[config.mk]
export PLATFORM = sky130hd
export DESIGN_NAME = motion_interrupt_controller
export DESIGN_NICKNAME = d
export VERILOG_FILES = /design/src/verilog/motion_irq_pkg.sv /design/src/verilog/motion_interrupt_controller.sv
export SDC_FILE = /design/constraint.sdc
export NUM_CORES = 1
export LEC_CHECK = 0
export BUFFER_PORTS_ARGS = -buffer_cell sky130_fd_sc_hd__clkbuf_2
export CORE_MARGIN = 2
export CORE_UTILIZATION = 50
export CTS_BUF_LIST = sky130_fd_sc_hd__clkbuf_4 sky130_fd_sc_hd__clkbuf_8 sky130_fd_sc_hd__clkbuf_16
export CTS_CLUSTER_DIAMETER = 30
export DETAILED_ROUTE_END_ITERATION = 6
export GPL_ROUTABILITY_DRIVEN = 1
export PLACE_DENSITY_LB_ADDON = 0.12
export SKIP_LAST_GASP = 1
export SYNTH_ARGS = -nofsm -noshare
export SYNTH_HDL_FRONTEND = slang
export SYNTH_SLANG_ARGS = --single-unit
[constraint.sdc]
create_clock -name core_clk -period 15.5 [get_ports core_clk]
set_input_delay 4.65 -clock core_clk [delete_from_list [all_inputs] [get_ports core_clk]]
set_output_delay 4.65 -clock core_clk [all_outputs]
set_load 0.005 [all_outputs]
[src/verilog/motion_irq_pkg.sv]
// shared constants and carrier types for the motion interrupt controller
package motion_irq_pkg;

  localparam int ACCEL_W        = 16;
  localparam int THR_W          = 8;
  localparam int CNT_W          = 8;
  // one threshold step is one milli-g; one count step is one sample at 1 khz, i.e. 1 ms
  localparam int ACCEL_THR_STEP_MG = 1;
  localparam int COUNT_STEP_MS     = 1;
  // high-pass filter: y += x - x_prev - (y >> shift); shift sets the corner
  localparam logic [3:0] HPF_SHIFT_RESET = 4'h4;
  localparam logic [1:0] DEC_RESET       = 2'h0;
  localparam int NUM_SRC        = 6;
  // source positions in the enable and status vectors
  localparam int SRC_CLK_LOCK   = 0;
  localparam int SRC_DATA_RDY   = 1;
  localparam int SRC_FIFO_OVF   = 2;
  localparam int SRC_AUX_NACK   = 3;
  localparam int SRC_AUX_ARB    = 4;
  localparam int SRC_SLV4_DONE  = 5;
  localparam int SRC_MOTION     = 6;
  localparam int NUM_FLAGS      = 7;

  typedef enum logic [1:0] {
    DEC_CLEAR = 2'b00,
    DEC_ONE   = 2'b01,
    DEC_TWO   = 2'b10,
    DEC_FOUR  = 2'b11
  } decrement_mode_t;

  typedef struct packed {
    logic                       valid;
    logic signed [ACCEL_W-1:0]  x;
    logic signed [ACCEL_W-1:0]  y;
    logic signed [ACCEL_W-1:0]  z;
  } accel_sample_t;

  typedef struct packed {
    logic       active_low;   // pin polarity
    logic       open_drain;   // drive asserted level only
    logic       latch_en;     // hold pin until cleared
    logic       clear_on_read;// status read clears, else status_clear pulse
  } pin_config_t;

  // axis and polarity of the triggering sample: {x_pos,x_neg,y_pos,y_neg,z_pos,z_neg}
  typedef logic [5:0] axis_status_t;

endpackage : motion_irq_pkg
[src/verilog/motion_interrupt_controller.sv]
// interrupt collection, motion detector and interrupt pin driver
`timescale 1ns/1ps
`default_nettype none

// How it works
// - pin polarity, drive, latch and clear configurable
// - clock-lock event is an interrupt source
// - data-ready event is an interrupt source
// - auxiliary bus nack is an interrupt source
// - arbitration loss and nack each reportable
// - combined condition drives the one pin
// - every source has its own enable
// - sticky flag per source names the cause
// - status vector readable by the host
// - high-pass filter every accel sample
// - qualify when any axis magnitude exceeds threshold
// - count up qualifying, down otherwise
// - trigger motion when count reaches threshold
// - record axis and polarity at trigger
// - acceleration threshold is one mg per step
// - count threshold is one ms per step
// - non-qualifying clears or subtracts 1, 2, 4
module motion_interrupt_controller #(
  parameter int ACCEL_W = motion_irq_pkg::ACCEL_W,
  parameter int THR_W   = motion_irq_pkg::THR_W,
  parameter int CNT_W   = motion_irq_pkg::CNT_W
) (
  // clock and reset
  input  wire logic                                 core_clk,
  input  wire logic                                 reset_n,
  // event pulses from the other device blocks
  input  wire logic                                 clk_lock_evt,
  input  wire logic                                 data_ready_evt,
  input  wire logic                                 fifo_overflow_evt,
  input  wire logic                                 aux_nack_evt,
  input  wire logic                                 aux_arb_lost_evt,
  input  wire logic                                 slv4_done_evt,
  // accelerometer samples
  input  wire motion_irq_pkg::accel_sample_t        accel_in,
  // configuration
  input  wire logic [motion_irq_pkg::NUM_FLAGS-1:0] irq_enable,
  input  wire motion_irq_pkg::pin_config_t          pin_cfg,
  input  wire logic [3:0]                           accel_highpass_filter,
  input  wire logic [THR_W-1:0]                     motion_accel_threshold,
  input  wire logic [CNT_W-1:0]                     motion_count_threshold,
  input  wire logic [1:0]                           motion_decrement_control,
  // host status access
  input  wire logic                                 status_read,
  input  wire logic                                 status_clear,
  output logic [motion_irq_pkg::NUM_FLAGS-1:0]      irq_status,
  output motion_irq_pkg::axis_status_t              motion_axis_status,
  output logic [CNT_W-1:0]                          motion_count,
  // interrupt pin
  output logic                                      irq_pin_out,
  output logic                                      irq_pin_oe
);

  // two guard bits: hp + x - x_prev - (hp >>> s) spans four full-scale terms
  localparam int SH_W = ACCEL_W + 2;
  localparam logic signed [SH_W-1:0] HP_MAX = SH_W'((2 ** (ACCEL_W - 1)) - 1);
  localparam logic signed [SH_W-1:0] HP_MIN = -HP_MAX;

  // ---------------- high-pass filter ----------------
  logic signed [ACCEL_W-1:0] hp_reg      [3];
  logic signed [ACCEL_W-1:0] prev_reg    [3];
  logic signed [ACCEL_W-1:0] hp_next     [3];
  logic signed [ACCEL_W-1:0] raw         [3];
  logic        [5:0]         axis_hit;
  logic                      sample_ok;

  assign raw[0] = accel_in.x;
  assign raw[1] = accel_in.y;
  assign raw[2] = accel_in.z;

  // the filter is first order; a constant input decays to zero (a positive residue below 2**shift stays), removing gravity
  genvar g;
  generate
    for (g = 0; g < 3; g++) begin : g_axis
      logic signed [SH_W-1:0] sum;
      logic signed [SH_W-1:0] mag;
      assign sum = SH_W'(hp_reg[g]) + SH_W'(raw[g]) - SH_W'(prev_reg[g])
                   - SH_W'(hp_reg[g] >>> accel_highpass_filter);
      // clamp to the sample width so a large step cannot wrap the sign
      assign hp_next[g] = (sum > HP_MAX) ? HP_MAX[ACCEL_W-1:0] :
                          (sum < HP_MIN) ? HP_MIN[ACCEL_W-1:0] : sum[ACCEL_W-1:0];
      assign mag = hp_next[g][ACCEL_W-1] ? -SH_W'(hp_next[g]) : SH_W'(hp_next[g]);
      // threshold counts directly in mg, the sample unit
      assign axis_hit[5-2*g]   = !hp_next[g][ACCEL_W-1] &&
                                 (mag > SH_W'(motion_accel_threshold));
      assign axis_hit[4-2*g]   = hp_next[g][ACCEL_W-1] &&
                                 (mag > SH_W'(motion_accel_threshold));

      always_ff @(posedge core_clk) begin
        if (!reset_n) begin
          hp_reg[g]   <= '0;
          prev_reg[g] <= '0;
        end else if (accel_in.valid) begin
          hp_reg[g]   <= hp_next[g];
          prev_reg[g] <= raw[g];
        end
      end
    end
  endgenerate

  assign sample_ok = |axis_hit;

  // ---------------- qualifying counter ----------------
  logic [CNT_W-1:0] count_reg;
  logic [CNT_W-1:0] count_next;
  logic [CNT_W-1:0] dec_amt;
  logic             motion_trig;
  motion_irq_pkg::decrement_mode_t dec_mode;

  assign dec_mode = motion_irq_pkg::decrement_mode_t'(motion_decrement_control);

  // clear is a full-scale step, which the floor in count_next turns into zero
  always_comb begin
    case (dec_mode)
      motion_irq_pkg::DEC_CLEAR: dec_amt = '1;
      motion_irq_pkg::DEC_ONE:   dec_amt = CNT_W'(1);
      motion_irq_pkg::DEC_TWO:   dec_amt = CNT_W'(2);
      motion_irq_pkg::DEC_FOUR:  dec_amt = CNT_W'(4);
      default:                   dec_amt = '1;
    endcase
  end

  // one sample per ms, so the count threshold reads in ms
  assign count_next = sample_ok ?
                        ((count_reg == '1) ? count_reg : count_reg + CNT_W'(1)) :
                      (count_reg > dec_amt) ? count_reg - dec_amt : '0;
  // only a qualifying sample carries the count onto the threshold, so a trigger
  // always records at least one axis; a count above it retriggers on each hit
  assign motion_trig = accel_in.valid && sample_ok
                       && (count_next >= motion_count_threshold)
                       && (motion_count_threshold != '0);

  logic [5:0] axis_reg;

  always_ff @(posedge core_clk) begin
    if (!reset_n) begin
      count_reg <= '0;
      axis_reg  <= '0;
    end else if (accel_in.valid) begin
      count_reg <= count_next;
      if (motion_trig) begin
        axis_reg <= axis_hit;
      end
    end
  end

  // ---------------- source flags ----------------
  logic [motion_irq_pkg::NUM_FLAGS-1:0] evt;
  logic [motion_irq_pkg::NUM_FLAGS-1:0] status_reg;
  logic [motion_irq_pkg::NUM_FLAGS-1:0] status_next;
  logic                                 clear_now;
  logic                                 pin_reg;
  logic                                 pin_next;

  assign evt[motion_irq_pkg::SRC_CLK_LOCK]  = clk_lock_evt;
  assign evt[motion_irq_pkg::SRC_DATA_RDY]  = data_ready_evt;
  assign evt[motion_irq_pkg::SRC_FIFO_OVF]  = fifo_overflow_evt;
  assign evt[motion_irq_pkg::SRC_AUX_NACK]  = aux_nack_evt;
  assign evt[motion_irq_pkg::SRC_AUX_ARB]   = aux_arb_lost_evt;
  assign evt[motion_irq_pkg::SRC_SLV4_DONE] = slv4_done_evt;
  assign evt[motion_irq_pkg::SRC_MOTION]    = motion_trig;

  // the configured method picks the clearing strobe; the other strobe is ignored
  assign clear_now = pin_cfg.clear_on_read ? status_read : status_clear;
  // a new event in the clearing cycle survives: set wins
  assign status_next = ((clear_now || !pin_cfg.latch_en) ? '0 : status_reg)
                       | (evt & irq_enable);
  // latched: pin follows sticky flags; unlatched: flags last one cycle as a pulse
  assign pin_next = |status_next;

  always_ff @(posedge core_clk) begin
    if (!reset_n) begin
      status_reg <= '0;
      pin_reg    <= 1'b0;
    end else begin
      status_reg <= status_next;
      pin_reg    <= pin_next;
    end
  end

  assign irq_status         = status_reg;
  assign motion_axis_status = axis_reg;
  assign motion_count       = count_reg;

  // open drain drives only the asserted level
  assign irq_pin_out = pin_reg ^ pin_cfg.active_low;
  assign irq_pin_oe  = pin_cfg.open_drain ? pin_reg : 1'b1;

  // ---------------- checks ----------------
  // every property runs on core_clk and sleeps through the synchronous reset;
  // most look at the registered outputs the host sees, one edge after the cause,
  // so a broken next-value term shows up where software would notice it

  // source flags
  a_flag_set_wins: assert property (@(posedge core_clk) disable iff (!reset_n)
    (clk_lock_evt && irq_enable[0])
    |=> irq_status[0])
    else $error("enabled clock lock event not flagged");

  a_disabled_src_quiet: assert property (@(posedge core_clk) disable iff (!reset_n)
    (!irq_enable[1] && (clear_now || !pin_cfg.latch_en))
    |=> !irq_status[1])
    else $error("disabled source set its flag");

  a_latched_holds: assert property (@(posedge core_clk) disable iff (!reset_n)
    (pin_cfg.latch_en && !clear_now && irq_status[3])
    |=> irq_status[3])
    else $error("latched flag dropped without clear");

  a_clear_empties: assert property (@(posedge core_clk) disable iff (!reset_n)
    (pin_cfg.latch_en && clear_now && !(|(evt & irq_enable)))
    |=> (irq_status == '0))
    else $error("status not emptied by clear");

  a_unlatched_pulse: assert property (@(posedge core_clk) disable iff (!reset_n)
    (!pin_cfg.latch_en && !(|(evt & irq_enable)))
    |=> (irq_status == '0))
    else $error("unlatched flag outlived its event");

  // pin driver
  a_pin_tracks_status: assert property (@(posedge core_clk) disable iff (!reset_n)
    (|irq_status) == pin_reg)
    else $error("pin disagrees with status");

  a_pin_level: assert property (@(posedge core_clk) disable iff (!reset_n)
    (|irq_status)
    |-> (irq_pin_out == !pin_cfg.active_low))
    else $error("asserted pin has the wrong polarity");

  a_push_pull_on: assert property (@(posedge core_clk) disable iff (!reset_n)
    !pin_cfg.open_drain
    |-> irq_pin_oe)
    else $error("push-pull pin not driven");

  a_open_drain_off: assert property (@(posedge core_clk) disable iff (!reset_n)
    (pin_cfg.open_drain && (irq_status == '0))
    |-> !irq_pin_oe)
    else $error("open-drain pin driven while idle");

  // qualifying counter
  a_count_up: assert property (@(posedge core_clk) disable iff (!reset_n)
    (accel_in.valid && sample_ok && (count_reg != '1))
    |=> (count_reg == $past(count_reg) + 1))
    else $error("counter did not count up");

  a_count_idle: assert property (@(posedge core_clk) disable iff (!reset_n)
    !accel_in.valid
    |=> $stable(count_reg))
    else $error("counter moved without a sample");

  a_count_clear: assert property (@(posedge core_clk) disable iff (!reset_n)
    (accel_in.valid && !sample_ok && (dec_mode == motion_irq_pkg::DEC_CLEAR))
    |=> (count_reg == '0))
    else $error("counter not cleared");

  a_count_minus_one: assert property (@(posedge core_clk) disable iff (!reset_n)
    (accel_in.valid && !sample_ok && (dec_mode == motion_irq_pkg::DEC_ONE)
     && (count_reg >= 1)) |=> (count_reg == $past(count_reg) - 1))
    else $error("counter did not drop by one");

  a_count_minus_two: assert property (@(posedge core_clk) disable iff (!reset_n)
    (accel_in.valid && !sample_ok && (dec_mode == motion_irq_pkg::DEC_TWO)
     && (count_reg >= 2)) |=> (count_reg == $past(count_reg) - 2))
    else $error("counter did not drop by two");

  a_count_minus_four: assert property (@(posedge core_clk) disable iff (!reset_n)
    (accel_in.valid && !sample_ok && (dec_mode == motion_irq_pkg::DEC_FOUR)
     && (count_reg >= 4)) |=> (count_reg == $past(count_reg) - 4))
    else $error("counter did not drop by four");

  a_count_floor: assert property (@(posedge core_clk) disable iff (!reset_n)
    (accel_in.valid && !sample_ok && (count_reg < 4))
    |=> (count_reg <= $past(count_reg)))
    else $error("counter wrapped below zero");

  // motion trigger
  a_motion_flag: assert property (@(posedge core_clk) disable iff (!reset_n)
    (motion_trig && irq_enable[6])
    |=> (irq_status[6] && (motion_axis_status != '0)))
    else $error("motion trigger not recorded");

  a_axis_hold: assert property (@(posedge core_clk) disable iff (!reset_n)
    !motion_trig
    |=> $stable(motion_axis_status))
    else $error("axis status changed without a trigger");

  // main scenarios
  c_motion_trigger: cover property (@(posedge core_clk) disable iff (!reset_n) motion_trig);
  c_set_during_clear: cover property (@(posedge core_clk) disable iff (!reset_n)
    clear_now && |(evt & irq_enable));
  c_count_decay: cover property (@(posedge core_clk) disable iff (!reset_n)
    accel_in.valid && !sample_ok && count_reg > 4);
  c_unlatched_event: cover property (@(posedge core_clk) disable iff (!reset_n)
    !pin_cfg.latch_en && |(evt & irq_enable));
  c_open_drain_drive: cover property (@(posedge core_clk) disable iff (!reset_n)
    pin_cfg.open_drain && irq_pin_oe);

endmodule // motion_interrupt_controller

`default_nettype wire

==> flow_summary_export.csv, run 1 <==
group,metric,value,unit
worst_setup_path,worst_ep_required_time,15820,ps
grt,grt_max_degree,84,
drt,wirelength,49100,um
worst_setup_path,worstPathMaxFanout,24,
grt,grt_usage,30.3,%
layout,diodes,0,
die,core-area,30700,um^2
worst_setup_path,end_kind,"flop",
cts,ctsHoldBuffers,0,
cts,tritoncts,"done",
worst_setup_path,r2r-start,"hp_reg[2][15]$_SDFFCE_PN0P_",
drt,firstDrtPassIters,5,
timing,skew,12.4,ps
timing,fmax,67.8,MHz
worst_hold_path,worstHoldStart,"motion_axis_status[4]$_SDFFE_PN0P_",
drt,viasPerCell,6.03,
logic_synthesis,yosys.cell_types.count,106,
drt,postRouteAntennaNets,0,
logic_synthesis,synth_edf_count,96,
cts,clk_latency,430,ps
worst_setup_path,crit_slowest_cell,"mux4_2",
worst_setup_path,cp_common_cell,"o21a_1",
cts,clock_path_buffers,2,
cts,clockRootBuffer,"clkbuf_16",
logic_synthesis,synthFlopType,"edfxtp_1",
logic_synthesis,synthCells,1897,
logic_synthesis,synth_area_per_cell,8.24,um^2
timing,finalWorstPathRequiredPeriod,14750,ps
grt,antenna_found_initial,0,
worst_setup_path,worstSetupPathType,"input port to flop",
timing,period_share,95.2,%
grt,overflow,0,
run_status,status,"complete, no violations",
drt,drc,0,
place,dpl.hpwl,38800,um
place,placed_cell_area,16800,um^2
worst_setup_path,worstSetupStartpoint,"accel_highpass_filter[0]",
place,gp_congestion,0.943,
flow_run,cap_violations,0,
layout,layout-drive-gt1-share,14.8,%
grt,grt_pass1_vias,14200,
timing,maxSlewViolCount,0,
layout,nNetsFinal,2299,
die,num_io_pins,115,
timing,worst_pin_slew,1030,ps
cts,clk_pin_slew,60,ps
layout,area_growth,12.6,%
cts,cts_buffers,17,
die,die_height,181,um
cts,clkSinkCount,118,
worst_setup_path,cpPeakStageDelay,550,ps
die,dieArea,32700,um^2
drt,wl_per_cell,20.3,um
timing,setup-violations-final,0,
grt,grt_pass1_wl,78800,um
logic_synthesis,synth-async-reset-ratio,0,%
worst_setup_path,crit_arrival,15070,ps
logic_synthesis,yosys_register_bits,118,
timing,slew-limit-headroom,31.5,%
drt,routed-via-count,14600,
logic_synthesis,syn-num-nets,2189,
worst_setup_path,cp-start-kind,"input port",
layout,final_area,17600,um^2
die,rows,64,
logic_synthesis,yosys_warnings,0,
cts,h-tree-depth,4,
worst_hold_path,hold_class,"flop to flop",
die,initial_core_util,50.9,%
timing,hold_viol_final,0,
place,port_buffers,114,
logic_synthesis,synth_area,15600,um^2
drt,drtIter0Drc,1398,
logic_synthesis,seq_area_frac_synth,21.3,%
die,die_w,181,um
worst max-delay path, delay by kind of cell:
kind	cells	cell delay (ps)
AO/OA/AOI/OAI	23	4340
adder cells (fa/ha/maj)	7	2280
buffers and inverters	7	1090
multiplexers	2	860
AND/OR/NAND/NOR	14	1850
metrics by stage:
| stage | utilization, % | setup slack [ps] | hold slack [ps] | TNS, ps | std cells |
|---|---|---|---|---|---|
| global placement | 54.8 | -90.2 | 451 | -180 | 2380 |
| floorplan | - | 447 | 452 | 0 | 1897 |
| finish | 57.3 | 749 | 457 | 0 | 2416 |
| detailed placement | 54.8 | -230 | 450 | -862 | 2380 |
| global route | 57.3 | -63.0 | 476 | -120 | 2416 |
| CTS | 56.9 | 241 | 459 | 0 | 2412 |
cells by family after synthesis:
logic type | after synthesis | share of synthesized area [%]
simple gates | 624 | 19.3
compound gates | 506 | 21.8
buf+inv | 328 | 8.08
fa+ha+maj | 200 | 20.8
flops | 118 | 21.3
mux | 71 | 5.76
xor+xnor | 50 | 2.95
final timing paths:
path	endpoint	slack (ps)	cells past startpoint
min reg2reg	motion_axis_status[4]$_SDFFE_PN0P_	460	2
max reg2reg	pin_reg$_SDFF_PN0_	4720	50
max	pin_reg$_SDFF_PN0_	750	53
min	motion_axis_status[4]$_SDFFE_PN0P_	460	2
cells in the mapped netlist, types with 27 or more instances:
library cell,n,area share (%)
mux2i_1,49,3.1
o21ai_0,89,2.9
fa_1,100,13
nor3_1,29,0.93
ha_1,100,8.0
nand3_1,36,1.2
a21oi_1,144,4.6
nand2b_1,27,1.1
inv_1,235,5.6
nand2_1,174,4.2
edfxtp_1,96,18
clkbuf_1,74,1.8
nor2_1,203,4.9
cell usage in the layout, fill, tap and decap left out, types with 24 or more instances in the layout:
cell type	Yosys	final
a21o_1	26	25
a21oi_1	144	143
buf_4	1	65
clkbuf_2	0	113
edfxtp_1	96	96
fa_1	100	100
ha_1	100	96
inv_1	235	234
mux2i_1	49	47
nand2_1	174	172
nand2b_1	27	27
nand3_1	36	35
nor2_1	203	203
nor3_1	29	29
o21a_1	24	24
o21ai_0	89	89
xnor2_1	26	25
cell type report:
type                    count  area [um^2]
multi-input cells        1451        11100
repair buffers            182         1110
clock inverters            13          181
flip-flops and latches    118         3320
fillers                  2843        13100
clock buffers              19          440
well taps                 396          495
inverters                 237          892
routing by layer:
| metal | GRT usage (%) | vias up | wire, um |
|---|---|---|---|
| met2 | 50.4 | 511 | 23600 |
| li1 | - | 6934 | - |
| met5 | 0 | - | 0 |
| met4 | 9.42 | 0 | 1270 |
| met3 | 3.63 | 90 | 2540 |
| met1 | 41.2 | 7039 | 21700 |
timing repair:
item	CTS	global route
gates resized for setup	0	27
setup buffers	0	4
setup endpoints to repair	0	8
Power of run 1 is not shown: default switching activity piles up to over one toggle a cycle in this logic, so the estimate is an artifact.
==> inputs of run 2 (changes only) <==
Settings changed: RECOVER_POWER set to 25.
Clock period 15.5 ns to 17.1 ns, I/O delays scaled along.
==> run 2 against run 1 <==
  * The flow now finishes with violations (max-capacitance violations, max-slew violations)
  * Register-to-register slack improved by 710 ps
  * Via count down 2.1%
  * Die area unchanged
  * Count of clock-buffer cells in the layout down 1
==> flow_summary_export.csv, run 2 (synthesis results as in run 1) <==
group,metric,value,unit
cts,h-tree-depth,4,
layout,layout_commonest_cell,"inv_1",
die,num_io_pins,115,
drt,drc,0,
timing,worst_pin_slew,3110,ps
timing,skew,10.0,ps
cts,clk_latency,440,ps
timing,setup-violations-final,0,
place,gp_congestion,0.936,
layout,area_growth,9.85,%
place,dpl.hpwl,37200,um
die,initial_core_util,50.9,%
worst_setup_path,worstSetupPathType,"input port to flop",
timing,period_share,94.5,%
worst_setup_path,r2r.worst_path.cells,51,
timing,slew-limit-headroom,-107,%
worst_setup_path,crit_arrival,16500,ps
worst_setup_path,cpPeakStageDelay,590,ps
worst_setup_path,cp-start-kind,"input port",
worst_setup_path,crit_slowest_cell,"mux4_2",
cts,clk_pin_slew,60,ps
worst_setup_path,regToRegEndpoint,"irq_status[6]$_SDFF_PN0_",
cts,ctsHoldBuffers,0,
cts,cts_buffers,17,
timing,rsz0062_at_grt,"false",
cts,clock_path_buffers,2,
drt,drtIter0Drc,1322,
place,port_buffers,114,
drt,wirelength,46900,um
grt,grt_max_degree,84,
worst_setup_path,r2r-start,"hp_reg[2][15]$_SDFFCE_PN0P_",
drt,wl_per_cell,19.7,um
layout,nNetsFinal,2259,
cts,clkSinkCount,118,
die,dieArea,32700,um^2
cts,tritoncts,"done",
die,core-area,30700,um^2
layout,mostFrequentLayoutCells,"inv_1 (234), nor2_1 (203), nand2_1 (174)",
cts,clockRootBuffer,"clkbuf_16",
drt,viasPerCell,6.00,
worst_setup_path,worstSetupStartpoint,"accel_highpass_filter[0]",
grt,overflow,0,
die,die_w,181,um
flow_run,cap_violations,1,
timing,maxSlewViolCount,84,
die,rows,64,
worst_setup_path,end_kind,"flop",
run_status,status,"finished, violations left",
layout,layout-drive-gt1-share,11.7,%
grt,grt_pass1_wl,75800,um
drt,postRouteAntennaNets,0,
timing,tns,0,ps
worst_setup_path,worstPathMaxFanout,22,
drt,routed-via-count,14300,
drt,firstDrtPassIters,5,
worst_hold_path,hold_depth,2,
grt,antenna_found_initial,0,
run_status,violations,"max-capacitance violations, max-slew violations",
layout,diodes,0,
worst_setup_path,ff2ff_setup_slack,5430,ps
worst_hold_path,holdPathEnd,"motion_axis_status[4]$_SDFFE_PN0P_",
timing,finalWorstPathRequiredPeriod,16160,ps
worst_hold_path,worstHoldStart,"motion_axis_status[4]$_SDFFE_PN0P_",
die,die_height,181,um
grt,grt_usage,29.0,%
timing,fmax,61.9,MHz
grt,grt_pass1_vias,14000,
worst_setup_path,worst_ep_required_time,17440,ps
timing,hold_viol_final,0,
worst_hold_path,hold_class,"flop to flop",
run 2: worst max-delay path: cells and delay by family:
family,cells,cell delay [ps]
compound gates,16,2840
xor+xnor,1,250
fa+ha+maj,7,2390
buf+inv,7,1180
mux,2,890
simple gates,19,3760
run 2: metal layers:
layer / vias to the layer above / wire length (um) / track usage (%)
met4: 0 / 1300 / 9.16
met3: 76 / 2330 / 3.79
li1: 6846 / - / -
met1: 6889 / 21000 / 40.0
met5: - / 0 / 0
met2: 454 / 22200 / 47.5
run 2: timing repair:
| item | 4_1_cts | 5_1_grt |
|---|---|---|
| buffers inserted | 0 | 0 |
| gates resized for setup | 0 | 6 |
| setup endpoints to repair | 0 | 8 |
run 2: final cells by class:
class / instances / area [um^2]
fillers: 2903 / 13500
multi-input cells: 1451 / 11000
flip-flops and latches: 118 / 3320
inverters: 237 / 892
repair buffers: 142 / 776
well taps: 396 / 495
clock buffers: 18 / 433
clock inverters: 14 / 200
run 2: worst max path at each step:
stage                                     endpoint  slack (ps)  cells after the start
after floorplan                 pin_reg$_SDFF_PN0_        1570                     55
after global placement    irq_status[6]$_SDFF_PN0_         430                     53
after detailed placement  irq_status[6]$_SDFF_PN0_         330                     52
after CTS                 irq_status[6]$_SDFF_PN0_         810                     52
after global routing            pin_reg$_SDFF_PN0_          60                     54
final                     irq_status[6]$_SDFF_PN0_         940                     52
run 2: per-stage QoR:
stage,hold WS [ps],cells,util (%),instance area [um^2],worst slack (ps)
floorplan,452,1897,-,15600,1570
global placement,451,2344,53.9,16500,425
detailed placement,467,2344,53.9,16500,326
CTS,471,2376,56.0,17200,812
global route,512,2376,56.0,17200,63.0
finish,471,2376,56.0,17200,942
Power of run 2 is left out for the same reason.
==> inputs of run 3 (changes only) <==
Settings changed: ABC_AREA set to 1.
==> run 3 against run 2 <==
  * The flow still finishes with violations (max-capacitance violations, max-slew violations)
  * Die area shrank 2.1%
  * Routed wire length decreased by 7.4%
  * Global-route usage shrank 0.94 points
  * Register-to-register slack better by 1900 ps
  * Hold slack improved by 3.7 ps
  * Setup slack improved by 860 ps
  * Cell area shrank 2.6%
  * Sequential share of layout area is 0.52 points higher
  * First-iteration DRC count fell by 7.2%
  * Critical endpoint is now motion_axis_status[1]$_SDFFE_PN0P_
  * Highest routed layer unchanged
==> flow_summary_export.csv, run 3 <==
group,metric,value,unit
run_status,status,"finished, violations left",
run_status,violations,"max-capacitance violations, max-slew violations",
layout,layout-drive-gt1-share,8.44,%
grt,grt_usage,28.1,%
worst_setup_path,r2r-start,"hp_reg[2][15]$_SDFFCE_PN0P_",
logic_synthesis,synth_top_area_share,18.9,%
die,num_io_pins,115,
logic_synthesis,synth_most_common_cell,"nand2_1",
logic_synthesis,synthTopCellsByCount,"nand2_1 (626), inv_1 (453), nor2_1 (234)",
layout,mostFrequentLayoutCells,"nand2_1 (625), inv_1 (452), nor2_1 (234)",
layout,diodes,0,
die,initial_core_util,50.4,%
worst_setup_path,r2r.worst_path.cells,63,
worst_setup_path,worstSetupStartpoint,"accel_highpass_filter[1]",
place,port_buffers,114,
cts,post_cts_buffers,0,
drt,wirelength,43400,um
grt,antenna_found_initial,0,
die,rows,64,
place,dpl.hpwl,35300,um
cts,clock_path_buffers,2,
drt,viasPerCell,5.22,
worst_setup_path,crit_arrival,15610,ps
worst_setup_path,crit_slowest_cell,"clkinv_1",
grt,grt_pass1_vias,13800,
layout,layout_commonest_cell,"nand2_1",
drt,postRouteAntennaNets,0,
die,die_w,179,um
logic_synthesis,synthFlopType,"edfxtp_1",
grt,grt_max_degree,96,
layout,area_growth,9.35,%
timing,finalWorstPathRequiredPeriod,15300,ps
grt,overflow,0,
worst_hold_path,hold_class,"flop to flop",
timing,fmax,65.4,MHz
layout,nNetsFinal,2671,
worst_setup_path,end_kind,"flop",
drt,routed-via-count,14600,
logic_synthesis,synth_edf_count,96,
place,gp_congestion,0.940,
die,core-area,30300,um^2
logic_synthesis,yosys_warnings,0,
timing,skew,9.97,ps
drt,wl_per_cell,15.6,um
worst_setup_path,ff2ff_setup_slack,7300,ps
cts,clk_pin_slew,60,ps
timing,slew-limit-headroom,-215,%
drt,drtIter0Drc,1227,
cts,ctsHoldBuffers,0,
logic_synthesis,syn-num-nets,2586,
timing,setup-violations-final,0,
cts,h-tree-depth,4,
logic_synthesis,synthTopCellsByArea,"edfxtp_1 (19%), nand2_1 (15%), fa_1 (13%), inv_1 (11%), ha_1 (8.2%)",
cts,cts_buffers,17,
timing,period_share,89.5,%
timing,maxSlewViolCount,96,
logic_synthesis,seq_area_frac_synth,21.7,%
grt,grt_pass1_wl,69600,um
cts,clkSinkCount,118,
worst_setup_path,cp-start-kind,"input port",
worst_setup_path,worst_ep_required_time,17410,ps
logic_synthesis,synth_area,15300,um^2
logic_synthesis,synth.largest_area_cell,"edfxtp_1",
cts,tritoncts,"done",
logic_synthesis,synthCells,2294,
logic_synthesis,synth_area_per_cell,6.66,um^2
worst_setup_path,regToRegEndpoint,"motion_axis_status[1]$_SDFFE_PN0P_",
die,die_height,179,um
timing,worst_pin_slew,4730,ps
worst_hold_path,hold_depth,2,
logic_synthesis,yosys_register_bits,118,
timing,hold_viol_final,0,
worst_setup_path,endpoint,"motion_axis_status[1]$_SDFFE_PN0P_",
drt,firstDrtPassIters,5,
cts,clockRootBuffer,"clkbuf_16",
cts,cts_resized,0,
worst_setup_path,cpPeakStageDelay,640,ps
flow_run,cap_violations,1,
timing,tns,0,ps
die,dieArea,32000,um^2
timing,rsz0062_at_grt,"false",
logic_synthesis,synth-async-reset-ratio,0,%
worst_setup_path,worstSetupPathType,"input port to flop",
worst_setup_path,cp_common_cell,"nand2_1",
logic_synthesis,yosys.cell_types.count,53,
drt,drc,0,
cts,clk_latency,440,ps
worst_setup_path,worstPathMaxFanout,37,
-- run 3: changes by cell type after synthesis, moves of 24 or more --
cell / before / now
a21o_1: 26 / 1
a21oi_1: 144 / 87
clkbuf_1: 74 / 43
inv_1: 235 / 453
mux2i_1: 49 / 13
nand2_1: 174 / 626
nand2b_1: 27 / 0
nand3_1: 36 / 155
nor2_1: 203 / 234
nor3_1: 29 / 5
o21ai_0: 89 / 156
-- run 3: per-stage QoR --
stage	util (%)	hold slack [ps]	instances	cell area, um^2	setup WS, ps
after floorplan	-	456	2294	15300	3790
after global placement	53.3	456	2756	16200	1700
after detailed placement	53.3	468	2756	16200	1520
after CTS	55.1	478	2788	16700	1970
after global routing	55.1	485	2788	16700	851
final	55.1	475	2788	16700	1800
-- run 3: critical path, delay by kind of cell --
kind | cells | cell delay (ps)
adders and majority gates | 6 | 2250
AOI/OAI and AO/OA | 15 | 2480
buffers and inverters | 7 | 2060
xor gates and xnor gates | 1 | 210
and+or+nand+nor | 29 | 3430
-- run 3: how the worst min path moves through the flow --
stage	slack [ps]	endpoint	from
after global placement	460	motion_axis_status[0]$_SDFFE_PN0P_	motion_axis_status[0]$_SDFFE_PN0P_
after global routing	490	motion_axis_status[1]$_SDFFE_PN0P_	motion_axis_status[1]$_SDFFE_PN0P_
after detailed placement	470	motion_axis_status[0]$_SDFFE_PN0P_	motion_axis_status[0]$_SDFFE_PN0P_
after CTS	480	motion_axis_status[0]$_SDFFE_PN0P_	motion_axis_status[0]$_SDFFE_PN0P_
final	470	motion_axis_status[0]$_SDFFE_PN0P_	motion_axis_status[0]$_SDFFE_PN0P_
after floorplan	460	motion_axis_status[0]$_SDFFE_PN0P_	motion_axis_status[0]$_SDFFE_PN0P_
-- run 3: area by class of cell --
| type | instances | area (um^2) |
|---|---|---|
| clock buffer | 18 | 450 |
| clock inverter | 14 | 119 |
| fill | 3064 | 13600 |
| inverter | 466 | 1750 |
| multi-input combinational | 1656 | 9980 |
| sequential | 118 | 3320 |
| tap | 396 | 495 |
| timing repair buffer | 120 | 591 |
-- run 3: logic make-up after synthesis --
family,share of synthesized area [%]
adders and majority gates,21.3
and+or+nand+nor,30.8
buffers and inverters,13.0
xor gates and xnor gates,1.78
DFF,21.7
muxes,0.851
AOI/OAI and AO/OA,10.5
-- run 3: metal layers --
| layer | part of all wire (%) | up-vias | GRT usage (%) |
|---|---|---|---|
| met4 | 2.2 | 0 | 8.10 |
| met1 | 44 | 6693 | 37.0 |
| met3 | 5.8 | 66 | 4.13 |
| li1 | - | 7353 | - |
| met5 | 0 | - | 0 |
| met2 | 48 | 448 | 47.9 |
Power of run 3 is left out for the same reason.
